## config.mk

```make
export PLATFORM = sky130hd
export DESIGN_NAME = dirb_bank
export DESIGN_NICKNAME = d
export VERILOG_FILES = /design/src/common/dirb_pkg.sv /design/src/hw/dirb_bank.sv
export SDC_FILE = /design/constraint.sdc
export NUM_CORES = 1
export LEC_CHECK = 0
export ABC_AREA = 0
export ABC_CLOCK_PERIOD_IN_PS = 2150
export BUFFER_PORTS_ARGS = -buffer_cell sky130_fd_sc_hd__buf_2
export CORE_ASPECT_RATIO = 0.6
export CORE_UTILIZATION = 54
export CTS_CLUSTER_DIAMETER = 150
export DETAILED_ROUTE_END_ITERATION = 16
export PLACE_DENSITY = 0.88
export SYNTH_ARGS = -nofsm -noshare
export SYNTH_HDL_FRONTEND = slang
export SYNTH_SLANG_ARGS = --single-unit
```

## constraint.sdc

```tcl
create_clock -name clk_sys -period 2.15 [get_ports clk_sys]
set_input_delay 0.1075 -clock clk_sys [delete_from_list [all_inputs] [get_ports clk_sys]]
set_output_delay 0.1075 -clock clk_sys [all_outputs]
set_load 0.02 [all_outputs]
```

## src/common/dirb_pkg.sv

```systemverilog
`default_nettype none
package dirb_pkg;
  // Index offsets of the bank.
  localparam logic [7:0] DIRB_IDX_CLK_PRI      = 8'h54;
  localparam logic [7:0] DIRB_IDX_PAL_INDEX    = 8'h60;
  localparam logic [7:0] DIRB_IDX_PF_INDEX_LO  = 8'h62;
  localparam logic [7:0] DIRB_IDX_PF_INDEX_HI  = 8'h63;
  localparam logic [7:0] DIRB_IDX_PAL_DATA     = 8'h65;
  localparam logic [7:0] DIRB_IDX_PAL_SEQ      = 8'h66;
  localparam logic [7:0] DIRB_IDX_PAL_RED_SH   = 8'h67;
  localparam logic [7:0] DIRB_IDX_PAL_GREEN_SH = 8'h68;
  localparam logic [7:0] DIRB_IDX_PAL_BLUE_SH  = 8'h69;
  localparam logic [7:0] DIRB_IDX_SPR_DATA     = 8'h6a;
  localparam logic [7:0] DIRB_IDX_SPR_SH       = 8'h6b;
  localparam logic [7:0] DIRB_IDX_DAC_BLANK    = 8'h6c;
  localparam logic [7:0] DIRB_IDX_TERM_CURSOR  = 8'h6d;
  localparam logic [7:0] DIRB_IDX_CLK_SEC      = 8'h70;
  // Field positions.
  localparam int DIRB_POS_PROG_CLK      = 7;
  localparam int DIRB_POS_CLK_HIGH      = 7;
  localparam int DIRB_POS_CLK_LOW_HI    = 3;
  localparam int DIRB_POS_CLK_LOW_LO    = 2;
  localparam int DIRB_POS_DIV_HI        = 1;
  localparam int DIRB_POS_DIV_LO        = 0;
  localparam int DIRB_POS_ELEM_ORDER    = 2;
  localparam int DIRB_POS_RB_BLANK      = 0;
  localparam int DIRB_POS_CCOL_HI       = 7;
  localparam int DIRB_POS_CCOL_LO       = 4;
  localparam int DIRB_POS_CONST_CCOL    = 3;
  localparam int DIRB_POS_BLINK_DIS     = 2;
  localparam int DIRB_POS_REV_SEL       = 1;
  localparam int DIRB_POS_ATTR_EN       = 0;
  // Reset values.
  localparam logic [7:0]  DIRB_RST_BYTE  = 8'h00;
  localparam logic [13:0] DIRB_RST_INDEX = 14'h0000;
  // Palette element codes.
  typedef enum logic [1:0] {
    DIRB_ELEM_RED   = 2'h0,
    DIRB_ELEM_GREEN = 2'h1,
    DIRB_ELEM_BLUE  = 2'h2,
    DIRB_ELEM_DISC  = 2'h3
  } dirb_elem_t;
  // Video clock sources, one-hot.
  typedef enum logic [6:0] {
    DIRB_CLK_TEXT8   = 7'h01,
    DIRB_CLK_TEXT9   = 7'h02,
    DIRB_CLK_EXT     = 7'h04,
    DIRB_CLK_HIRES   = 7'h08,
    DIRB_CLK_COL132  = 7'h10,
    DIRB_CLK_PROG    = 7'h20,
    DIRB_CLK_RSVD    = 7'h40
  } dirb_clk_t;
  localparam logic [1:0] DIRB_DIV_BY1 = 2'h0;
  localparam logic [1:0] DIRB_DIV_BY2 = 2'h1;
endpackage : dirb_pkg
`default_nettype wire

```

## src/hw/dirb_bank.sv

```systemverilog
// Overview of operation
// RULE1 - Element select 01 picks green, 10 picks blue, 11 a discarded slot.
// RULE2 - Element select 00 presents the red element through the palette data register.
// RULE3 - Order bit 0 steps R,G,B; bit 1 steps R,B,G then discarded slot.
// RULE4 - Interrupting code saves and restores palette and sprite shadow registers.
// RULE5 - Writing low prefetch index loads palette shadows then increments index.
// RULE6 - Sprite data mirrors the selected sprite location; reads may differ from writes.
// RULE7 - Sprite data bytes are packed pixels, little-endian pixel order.
// RULE8 - Red/blue blank bit set forces red and blue DAC outputs to zero.
// RULE9 - Software should set red/blue blank for monochrome displays.
// RULE10 - Cursor control register is accessible only while host terminal function enabled.
// RULE11 - Constant cursor colour set: cursor uses four-bit colour field, IRGB coded.
// RULE12 - Constant cursor colour clear: cursor takes cell foreground colour.
// RULE13 - Blink disable set gives steady cursor; clear blinks at terminal rate.
// RULE14 - Cursor type 0 forces foreground; 1 forces reverse video.
// RULE15 - Attribute enable 0 gives standard attributes; other cursor fields inert.
// RULE16 - Clock pick built from programmable bit, high pick bit and low pick field.
// RULE17 - With both upper bits 0, low field picks text8, text9, external, hi-res clock.
// RULE18 - High pick with 00 selects 132-column clock; programmable with 00 programmed clock.
// RULE19 - Divider field 00 divides by one, 01 by two; others reserved.
// RULE20 - All registers reset to zero; reserved bits written zero.
//
// Chosen here: strobed register access.
`default_nettype none
module dirb_bank #(
  parameter int SPR_AW = 14
) (
  // Clock and reset
  input  wire logic               clk_sys,
  input  wire logic               resetn,
  // Register port
  input  wire logic [7:0]         reg_addr,
  input  wire logic [7:0]         reg_wdata,
  input  wire logic               reg_wr,
  input  wire logic               reg_rd,
  output logic [7:0]              reg_rdata,
  // Mode input from the operating mode register
  input  wire logic               host_terminal_function,
  // Palette RAM port, one element per write, whole entry per read
  output logic [7:0]              pal_addr,
  output logic [1:0]              pal_elem,
  output logic                    pal_we,
  output logic [7:0]              pal_wdata,
  input  wire logic [23:0]        pal_rdata,
  // Sprite buffer port
  output logic [SPR_AW-1:0]       spr_addr,
  output logic                    spr_we,
  output logic [7:0]              spr_wdata,
  input  wire logic [7:0]         spr_rdata,
  // DAC inputs and outputs
  input  wire logic [7:0]         dac_red_in,
  input  wire logic [7:0]         dac_green_in,
  input  wire logic [7:0]         dac_blue_in,
  output logic [7:0]              dac_red_out,
  output logic [7:0]              dac_green_out,
  output logic [7:0]              dac_blue_out,
  // Cursor controls to the attribute stage
  output logic                    terminal_attribute_enable,
  output logic                    constant_cursor_colour,
  output logic [3:0]              cursor_colour,
  output logic                    cursor_blink_disable,
  output logic                    cursor_reverse_select,
  // Video clock selection to the CRT controller
  output logic [6:0]              video_clock_select,
  output logic [1:0]              video_clock_divider
);
  import dirb_pkg::*;

  logic [7:0]        clk_pri_ff;
  logic [7:0]        clk_sec_ff;
  logic [1:0]        pal_seq_ff;
  logic [7:0]        pal_index_ff;
  logic [SPR_AW-1:0] pf_index_ff;
  logic [7:0]        pal_red_sh_ff;
  logic [7:0]        pal_green_sh_ff;
  logic [7:0]        pal_blue_sh_ff;
  logic [7:0]        spr_sh_ff;
  logic              rb_blank_ff;
  logic [7:0]        cursor_ff;
  logic [3:0]        cur_col_ff;
  logic              attr_en_ff;
  logic              const_col_ff;
  logic              blink_dis_ff;
  logic              rev_sel_ff;
  logic [1:0]        elem_ff;
  logic [7:0]        reg_rdata_ff;
  logic [7:0]        pal_addr_ff;
  logic [1:0]        pal_elem_ff;
  logic              pal_we_ff;
  logic [7:0]        pal_wdata_ff;
  logic [SPR_AW-1:0] spr_addr_ff;
  logic              spr_we_ff;
  logic [7:0]        spr_wdata_ff;
  logic              pal_load_ff;
  logic              spr_load_ff;
  logic [7:0]        dac_red_ff;
  logic [7:0]        dac_green_ff;
  logic [7:0]        dac_blue_ff;
  logic [6:0]        clk_sel_ff;
  logic [1:0]        nxt_elem;
  logic [6:0]        nxt_clk_sel;
  logic              pal_touch;
  logic              pf_lo_wr;
  logic              pf_hi_wr;
  logic              cursor_open;
  logic [7:0]        pal_elem_byte;

  assign pal_touch   = (reg_wr || reg_rd) && reg_addr == DIRB_IDX_PAL_DATA;
  assign pf_lo_wr    = reg_wr && reg_addr == DIRB_IDX_PF_INDEX_LO;
  assign pf_hi_wr    = reg_wr && reg_addr == DIRB_IDX_PF_INDEX_HI;
  assign cursor_open = host_terminal_function; // RULE10

  // Next element after a palette data access; order bit picks the walk.
  always_comb begin
    nxt_elem = elem_ff;
    if (pal_touch) begin
      if (!pal_seq_ff[0]) begin // RULE3
        case (elem_ff)
          DIRB_ELEM_RED:   nxt_elem = DIRB_ELEM_GREEN;
          DIRB_ELEM_GREEN: nxt_elem = DIRB_ELEM_BLUE;
          default:         nxt_elem = DIRB_ELEM_RED;
        endcase
      end else begin
        case (elem_ff)
          DIRB_ELEM_RED:  nxt_elem = DIRB_ELEM_BLUE;
          DIRB_ELEM_BLUE: nxt_elem = DIRB_ELEM_GREEN;
          DIRB_ELEM_GREEN: nxt_elem = DIRB_ELEM_DISC;
          default:        nxt_elem = DIRB_ELEM_RED;
        endcase
      end
    end
    if (reg_wr && reg_addr == DIRB_IDX_PAL_SEQ) begin
      nxt_elem = reg_wdata[1:0];
    end
  end

  // The current element byte presented by the palette data register.
  always_comb begin
    case (elem_ff)
      DIRB_ELEM_RED:   pal_elem_byte = pal_red_sh_ff; // RULE2
      DIRB_ELEM_GREEN: pal_elem_byte = pal_green_sh_ff; // RULE1
      DIRB_ELEM_BLUE:  pal_elem_byte = pal_blue_sh_ff; // RULE1
      default:         pal_elem_byte = DIRB_RST_BYTE; // RULE1
    endcase
  end

  // Clock source decode; any reserved code selects nothing usable.
  always_comb begin
    nxt_clk_sel = DIRB_CLK_RSVD;
    case ({clk_pri_ff[DIRB_POS_PROG_CLK], clk_sec_ff[DIRB_POS_CLK_HIGH]}) // RULE16
      2'h0: begin
        case (clk_pri_ff[DIRB_POS_CLK_LOW_HI:DIRB_POS_CLK_LOW_LO]) // RULE17
          2'h0:    nxt_clk_sel = DIRB_CLK_TEXT8;
          2'h1:    nxt_clk_sel = DIRB_CLK_TEXT9;
          2'h2:    nxt_clk_sel = DIRB_CLK_EXT;
          default: nxt_clk_sel = DIRB_CLK_HIRES;
        endcase
      end
      2'h1: begin
        if (clk_pri_ff[DIRB_POS_CLK_LOW_HI:DIRB_POS_CLK_LOW_LO] == 2'h0) begin
          nxt_clk_sel = DIRB_CLK_COL132; // RULE18
        end
      end
      2'h2: begin
        if (clk_pri_ff[DIRB_POS_CLK_LOW_HI:DIRB_POS_CLK_LOW_LO] == 2'h0) begin
          nxt_clk_sel = DIRB_CLK_PROG; // RULE18
        end
      end
      default: nxt_clk_sel = DIRB_CLK_RSVD;
    endcase
  end

  // Plain control registers.
  always_ff @(posedge clk_sys or negedge resetn) begin
    if (!resetn) begin
      clk_pri_ff   <= DIRB_RST_BYTE; // RULE20
      clk_sec_ff   <= DIRB_RST_BYTE;
      pal_seq_ff   <= 2'h0;
      pal_index_ff <= DIRB_RST_BYTE;
      rb_blank_ff  <= 1'b0;
      cursor_ff    <= DIRB_RST_BYTE;
      cur_col_ff   <= 4'h0;
      attr_en_ff   <= 1'b0;
      const_col_ff <= 1'b0;
      blink_dis_ff <= 1'b0;
      rev_sel_ff   <= 1'b0;
      elem_ff      <= DIRB_ELEM_RED;
    end else begin
      elem_ff <= nxt_elem;
      if (reg_wr) begin
        case (reg_addr)
          DIRB_IDX_CLK_PRI:     clk_pri_ff   <= reg_wdata;
          DIRB_IDX_CLK_SEC:     clk_sec_ff   <= reg_wdata & 8'h80; // RULE20
          DIRB_IDX_PAL_INDEX:   pal_index_ff <= reg_wdata;
          DIRB_IDX_PAL_SEQ:     pal_seq_ff   <= {1'b0, reg_wdata[DIRB_POS_ELEM_ORDER]};
          DIRB_IDX_DAC_BLANK:   rb_blank_ff  <= reg_wdata[DIRB_POS_RB_BLANK];
          DIRB_IDX_TERM_CURSOR: begin
            if (cursor_open) begin
              cursor_ff    <= reg_wdata; // RULE10
              // With attributes disabled the constant colour, blink and reverse fields read as inactive downstream; the colour field passes through.
              cur_col_ff   <= reg_wdata[DIRB_POS_CCOL_HI:DIRB_POS_CCOL_LO]; // RULE11
              attr_en_ff   <= reg_wdata[DIRB_POS_ATTR_EN]; // RULE15
              const_col_ff <= reg_wdata[DIRB_POS_CONST_CCOL] & reg_wdata[DIRB_POS_ATTR_EN]; // RULE11 RULE12
              blink_dis_ff <= reg_wdata[DIRB_POS_BLINK_DIS] & reg_wdata[DIRB_POS_ATTR_EN]; // RULE13
              rev_sel_ff   <= reg_wdata[DIRB_POS_REV_SEL] & reg_wdata[DIRB_POS_ATTR_EN]; // RULE14
            end
          end
          default: ;
        endcase
      end
    end
  end

  // Prefetch index and shadows; a low-index write loads then increments.
  always_ff @(posedge clk_sys or negedge resetn) begin
    if (!resetn) begin
      pf_index_ff     <= DIRB_RST_INDEX[SPR_AW-1:0];
      pal_red_sh_ff   <= DIRB_RST_BYTE;
      pal_green_sh_ff <= DIRB_RST_BYTE;
      pal_blue_sh_ff  <= DIRB_RST_BYTE;
      spr_sh_ff       <= DIRB_RST_BYTE;
      pal_load_ff     <= 1'b0;
      spr_load_ff     <= 1'b0;
    end else begin
      pal_load_ff <= pf_lo_wr;
      spr_load_ff <= pf_lo_wr || pf_hi_wr;
      if (pf_lo_wr) begin
        pf_index_ff[7:0] <= reg_wdata;
      end else if (pf_hi_wr) begin
        pf_index_ff[SPR_AW-1:8] <= reg_wdata[SPR_AW-9:0];
      end
      // The RAM answers one cycle after the index settles.
      if (pal_load_ff) begin
        pal_red_sh_ff   <= pal_rdata[23:16]; // RULE5
        pal_green_sh_ff <= pal_rdata[15:8];
        pal_blue_sh_ff  <= pal_rdata[7:0];
        pf_index_ff     <= pf_index_ff + SPR_AW'(1); // RULE5
      end
      if (spr_load_ff) begin
        spr_sh_ff <= spr_rdata; // RULE6
        if (!pal_load_ff) begin
          pf_index_ff <= pf_index_ff + SPR_AW'(1);
        end
      end
      if (reg_wr) begin
        case (reg_addr)
          DIRB_IDX_PAL_RED_SH:   pal_red_sh_ff   <= reg_wdata; // RULE4
          DIRB_IDX_PAL_GREEN_SH: pal_green_sh_ff <= reg_wdata;
          DIRB_IDX_PAL_BLUE_SH:  pal_blue_sh_ff  <= reg_wdata;
          DIRB_IDX_SPR_SH:       spr_sh_ff       <= reg_wdata; // RULE4
          default: ;
        endcase
      end
    end
  end

  // Palette and sprite write ports.
  always_ff @(posedge clk_sys or negedge resetn) begin
    if (!resetn) begin
      pal_addr_ff  <= DIRB_RST_BYTE;
      pal_elem_ff  <= DIRB_ELEM_RED;
      pal_we_ff    <= 1'b0;
      pal_wdata_ff <= DIRB_RST_BYTE;
      spr_addr_ff  <= DIRB_RST_INDEX[SPR_AW-1:0];
      spr_we_ff    <= 1'b0;
      spr_wdata_ff <= DIRB_RST_BYTE;
    end else begin
      pal_addr_ff  <= (pf_lo_wr || pal_load_ff) ? (pf_lo_wr ? reg_wdata : pf_index_ff[7:0]) : pal_index_ff;
      pal_elem_ff  <= elem_ff;
      // Writes to the discarded slot never reach the RAM.
      pal_we_ff    <= reg_wr && reg_addr == DIRB_IDX_PAL_DATA && elem_ff != DIRB_ELEM_DISC; // RULE1
      pal_wdata_ff <= reg_wdata;
      // The buffer must see a freshly written index at once, or the prefetch reads the old location.
      spr_addr_ff  <= pf_lo_wr ? {pf_index_ff[SPR_AW-1:8], reg_wdata} :
                      pf_hi_wr ? {reg_wdata[SPR_AW-9:0], pf_index_ff[7:0]} : pf_index_ff; // RULE6
      // Bytes pass unchanged; pixel zero sits in the low bits.
      spr_we_ff    <= reg_wr && reg_addr == DIRB_IDX_SPR_DATA; // RULE7
      spr_wdata_ff <= reg_wdata; // RULE7
    end
  end

  // Read data, one cycle after the strobe.
  always_ff @(posedge clk_sys or negedge resetn) begin
    if (!resetn) begin
      reg_rdata_ff <= DIRB_RST_BYTE;
    end else begin
      reg_rdata_ff <= DIRB_RST_BYTE;
      if (reg_rd) begin
        case (reg_addr)
          DIRB_IDX_CLK_PRI:      reg_rdata_ff <= clk_pri_ff;
          DIRB_IDX_CLK_SEC:      reg_rdata_ff <= clk_sec_ff;
          DIRB_IDX_PAL_INDEX:    reg_rdata_ff <= pal_index_ff;
          DIRB_IDX_PF_INDEX_LO:  reg_rdata_ff <= pf_index_ff[7:0];
          DIRB_IDX_PF_INDEX_HI:  reg_rdata_ff <= 8'(pf_index_ff[SPR_AW-1:8]);
          DIRB_IDX_PAL_DATA:     reg_rdata_ff <= pal_elem_byte;
          DIRB_IDX_PAL_SEQ:      reg_rdata_ff <= {5'h00, pal_seq_ff[0], elem_ff};
          DIRB_IDX_PAL_RED_SH:   reg_rdata_ff <= pal_red_sh_ff;
          DIRB_IDX_PAL_GREEN_SH: reg_rdata_ff <= pal_green_sh_ff;
          DIRB_IDX_PAL_BLUE_SH:  reg_rdata_ff <= pal_blue_sh_ff;
          DIRB_IDX_SPR_DATA:     reg_rdata_ff <= spr_sh_ff; // RULE6
          DIRB_IDX_SPR_SH:       reg_rdata_ff <= spr_sh_ff;
          DIRB_IDX_DAC_BLANK:    reg_rdata_ff <= {7'h00, rb_blank_ff};
          DIRB_IDX_TERM_CURSOR:  reg_rdata_ff <= cursor_open ? cursor_ff : DIRB_RST_BYTE; // RULE10
          default:               reg_rdata_ff <= DIRB_RST_BYTE;
        endcase
      end
    end
  end

  // Video path outputs.
  always_ff @(posedge clk_sys or negedge resetn) begin
    if (!resetn) begin
      dac_red_ff   <= DIRB_RST_BYTE;
      dac_green_ff <= DIRB_RST_BYTE;
      dac_blue_ff  <= DIRB_RST_BYTE;
      clk_sel_ff   <= DIRB_CLK_TEXT8;
    end else begin
      dac_red_ff   <= rb_blank_ff ? DIRB_RST_BYTE : dac_red_in; // RULE8
      dac_green_ff <= dac_green_in;
      dac_blue_ff  <= rb_blank_ff ? DIRB_RST_BYTE : dac_blue_in; // RULE8
      clk_sel_ff   <= nxt_clk_sel;
    end
  end

  assign reg_rdata                 = reg_rdata_ff;
  assign pal_addr                  = pal_addr_ff;
  assign pal_elem                  = pal_elem_ff;
  assign pal_we                    = pal_we_ff;
  assign pal_wdata                 = pal_wdata_ff;
  assign spr_addr                  = spr_addr_ff;
  assign spr_we                    = spr_we_ff;
  assign spr_wdata                 = spr_wdata_ff;
  assign dac_red_out               = dac_red_ff;
  assign dac_green_out             = dac_green_ff;
  assign dac_blue_out              = dac_blue_ff;
  assign terminal_attribute_enable = attr_en_ff; // RULE15
  assign constant_cursor_colour    = const_col_ff; // RULE11 RULE12
  assign cursor_colour             = cur_col_ff; // RULE11
  assign cursor_blink_disable      = blink_dis_ff; // RULE13
  assign cursor_reverse_select     = rev_sel_ff; // RULE14
  assign video_clock_select        = clk_sel_ff;
  assign video_clock_divider       = clk_pri_ff[DIRB_POS_DIV_HI:DIRB_POS_DIV_LO]; // RULE19
endmodule : dirb_bank
`default_nettype wire

```

==> reports/summary.md <==
For the number of distinct library cells after synthesis, the log shows 65. The worst reg2reg path depth works out to 6. The flow ran to the end, and the final reports show no timing, DRC or antenna violations. Across the routed clock network, the largest skew measured is 0.00914 ns. The worst hold path begins at pal_rdata[15]. The beginning of the worst register-to-register path was elem_ff[0]$_DFFE_PN0P_. The number of nets handed over by synthesis was 749. Averaged over all synthesized cells, the footprint is 10.7 um2. The tools report the data arrival time at the worst-slack endpoint as 2.38 ns. For the cell-internal power, the log shows 5.38 mW. The number of storage elements in the synthesis netlist was 153. The required time at the endpoint of the critical path came out at 2.46 ns. The count of nets left with antenna violations once routing finished came out at 0. In this run, synthesis inferred 0 flip-flops with an integrated enable.

The worst hold path terminates at pal_green_sh_ff[7]$_DFF_PN0_. Clock tree synthesis selected as its root buffer the cell clkbuf_16. Headroom to the max-slew limit came out at 57.9%. The amount of wire on met2 after detailed routing was 9710 um; the average via count per standard cell was 6.02.

The CTS clock-pin slew for the worst setup and hold paths is 0.07 ns, and the number of nets at the end of the flow is 957. In this run the power density over the cells is 807 nW/um2. The logs give 7130 um2 for the combined area of all synthesized cells and 4.32 nW for the leakage power summed over all cells. The die covers 13,700 um2. TritonCTS sink count: 153.

STA classifies the critical path endpoint as a register. TritonCTS created 17 clock buffers. In this run the core area contains 32 standard-cell rows. Type of the worst min-delay path: primary input to register.

For the pin with the worst max-slew slack, the measured transition is 0.632 ns. Starting utilization of the core area: 55.5%. For this run the aggregate overflow at the end of global routing stands at 0. Switching part of the total: 28.0%.

The number of antenna diodes in the final layout is 0. The logs give 0 for the final setup violation count and 10 for the count of TritonRoute iterations in the first routing pass. The longest clock path from root to sink contains 2 buffers. Max-slew violation count: 0. The total routing usage reported by global routing is 35.3%, and the part of the power in registers is 44.3%. The tools report the part of the power in the clock network as 42.4%. The fraction of final layout cells with drive strength greater than 1 was 31.0%.

The worst path needs 2.07 ns of the cycle, external delays included. Primary flip-flop cell chosen by synthesis mapping: dfrtp_1. Setup repair after global routing left no endpoint under its margin. The kind of start point of the critical path is a register. The H-tree was split into 4 levels.

The tools report the overall power after layout as 7.47 mW. Routability-driven placement finished with a final weighted congestion of 1.01. The ratio of final minimum period to clock period is 96.3%. The count of buffers added on input and output ports is 167. In this run the worst path has a maximum fanout of 9. The run gives 0 as the final-report hold violation count. After the first detailed-routing iteration, the DRC count stood at 763.

In this run the critical register-to-register path is captured at reg_rdata[0]$_DFF_PN0_. For flop-to-flop paths, the worst setup slack is 0.08 ns. During I/O placement, the number of pins put on the boundary was 168. The tools report the DRC violations left as 0. After clock tree synthesis, the repair step resized 0 gates. The number of antenna violations at the first check in global routing is 0, and the number of instances in the synthesized netlist is 665. The instance count along the most critical hold path works out to 3. Setup total negative slack on the finished layout was measured at 0 ns.

The overall die width is 150 um. The floorplan step set the die height to 91.0 um. Combinational logic burns 13.3% of the power. The routed design has 23,100 um of wire. The critical path is of the register to register type. The detailed placement HPWL came out at 15,800 um. The run gives 520 uV as the highest ir drop seen on vdd. In the final routing, the length of wire on met1 measures 10,100 um. The share of synthesized area occupied by flip-flops and latches came out at 53.7%.

Relative to the synthesized area, the layout overhead comes to 29.8%. The routed design uses 2840 um of met3 wire. The number of maximum-capacitance violations is 0. The maximum number of pins on one net before global-route repair is 53. The routed layout has 6,356 vias. The first global-routing pass estimated 35,200 um of wire. The end-of-flow core utilization came out at 72.0%. The clock network latency to the later pin of the worst-skew pair came out at 0.43 ns. Static timing analysis puts the maximum clock frequency at 0.483 GHz. After floorplanning, the core was sized to cover 12,900 um2. The number of global-route vias before repair was 6,084; the per-cell routed wire length was 21.9 um.

The highest routing layer actually used was met4. Of all flip-flops after synthesis, the portion carrying an async set or reset was 100%. Counting the fill cells in the layout gives 918. TritonCTS built the clock tree. The switching power summed over all nets is 2.09 mW, and the warning count from the yosys run is 0. The run gives 0 as the setup fix buffers added after clock tree synthesis. Hold repair after CTS inserted 51 buffers.
critical path, cell delays in order, from the launching register on:
cell      delay, ns
dfrtp_1        0.49
inv_1          0.14
ha_1           0.37
a222oi_1       0.50
o32ai_1        0.20
a21oi_1        0.15
a31oi_1        0.09
layout by cell type (no fill, tap or decap), types with 4 or more instances in the layout:
master           n
ha_1             7
dfrtp_1        152
dlygate4sd3_1   51
a221oi_1         4
o21ai_0         55
buf_2          166
mux2_2          28
nand3_1         14
and4b_1          4
mux2i_1         50
a32o_1           5
and3_1           7
a31oi_1         16
a21oi_1         27
buf_4           29
nor3_1          11
nand2_1         71
clkbuf_16       17
nor2b_1         20
inv_1           10
a22oi_1          6
nor2_1          37
a222oi_1         8
routing by layer:
metal  track usage [%]  vias to the layer above
met4              10.4                        0
li1                  -                     2803
met5                 0                        -
met1              51.5                     3074
met2              50.4                      430
met3              10.8                       49
sequential cells by signal (all words and copies together) (netlist names), 2 cells and up:
register and cells:
pf_index_ff 14, elem_ff 2, pal_blue_sh_ff 8, dac_green_out 8, spr_sh_ff 8, pal_red_sh_ff 8
dac_red_out 8, reg_rdata 8, clk_pri_ff 8, pal_green_sh_ff 8, spr_addr 14, cursor_ff 8
dac_blue_out 8, pal_elem 2, spr_wdata 8, pal_addr 8, pal_index_ff 8, video_clock_select 7
how the worst max path moves through the flow:
stage / from / to / slack [ns] / cells after the start
global route: elem_ff[0]$_DFFE_PN0P_ / reg_rdata[0]$_DFF_PN0_ / 0.02 / 6
detailed placement: elem_ff[0]$_DFFE_PN0P_ / reg_rdata[0]$_DFF_PN0_ / 0.19 / 6
CTS: elem_ff[0]$_DFFE_PN0P_ / reg_rdata[0]$_DFF_PN0_ / 0.17 / 6
global placement: elem_ff[0]$_DFFE_PN0P_ / reg_rdata[0]$_DFF_PN0_ / 0.14 / 6
floorplan: elem_ff[0]$_DFFE_PN0P_ / reg_rdata[5]$_DFF_PN0_ / 0.45 / 5
finish: elem_ff[0]$_DFFE_PN0P_ / reg_rdata[0]$_DFF_PN0_ / 0.08 / 6
power groups by stage:
stage / registers [mW] / clock network, mW / logic, mW
6_report: 3.31 / 3.16 / 0.993
5_1_grt: 3.33 / 3.33 / 1.07
4_1_cts: 3.30 / 3.18 / 0.973
3_5_place_dp: 3.35 / 0 / 0.894
3_3_place_gp: 3.34 / 0 / 0.885
2_1_floorplan: 3.38 / 0 / 0.419
cell families after synthesis:
| family | count (synthesis) | synth area share (%) |
|---|---|---|
| xor gates and xnor gates | 1 | 0.123 |
| and+or+nand+nor | 204 | 14.8 |
| adders and majority gates | 8 | 1.37 |
| AOI/OAI and AO/OA | 150 | 13.5 |
| DFF | 153 | 53.7 |
| muxes | 78 | 11.4 |
| buffers and inverters | 71 | 5.11 |
metrics by stage:
stage | area, um2 | hold slack, ns | worst slack (ns) | cells
6_report | 9260 | 0.000137 | 0.0796 | 1056
5_1_grt | 9260 | 0.00746 | 0.0191 | 1056
4_1_cts | 9260 | 0.00448 | 0.166 | 1056
3_5_place_dp | 8120 | 0.0907 | 0.195 | 973
3_3_place_gp | 8120 | 0.0813 | 0.141 | 973
2_1_floorplan | 7130 | -0.188 | 0.449 | 665
layout make-up:
type                            instances  area (um2)  share of cell area (%)
Sequential cell                       153        3830                    41.4
Inverter                               11        42.5                   0.460
Multi-Input combinational cell        441        2940                    31.7
Tap cell                              170         213                    2.30
Timing Repair Buffer                  249        1610                    17.4
Clock buffer                           18         439                    4.74
Clock inverter                         14         185                    2.00
synth_stat cells, drive strengths merged (4+ instances only):
library cell	n	area [um2]
dfrtp	152	3800
nand2	74	285
o21ai	56	280
mux2i	50	500
buf	40	246
nor2	40	163
mux2	28	315
a21oi	27	135
clkbuf	20	75.1
nor2b	20	125
a31oi	16	100
nand3	16	90.1
nor3	12	65.1
inv	10	37.5
a222oi	8	80.1
and3	7	43.8
ha	7	87.6
a22oi	6	45.0
a32o	5	50.1
a221oi	4	35.0
and4b	4	40.0
nand3b	4	33.8
or2	4	25.0
No activity file was read; power rests on OpenSTA's default activity.
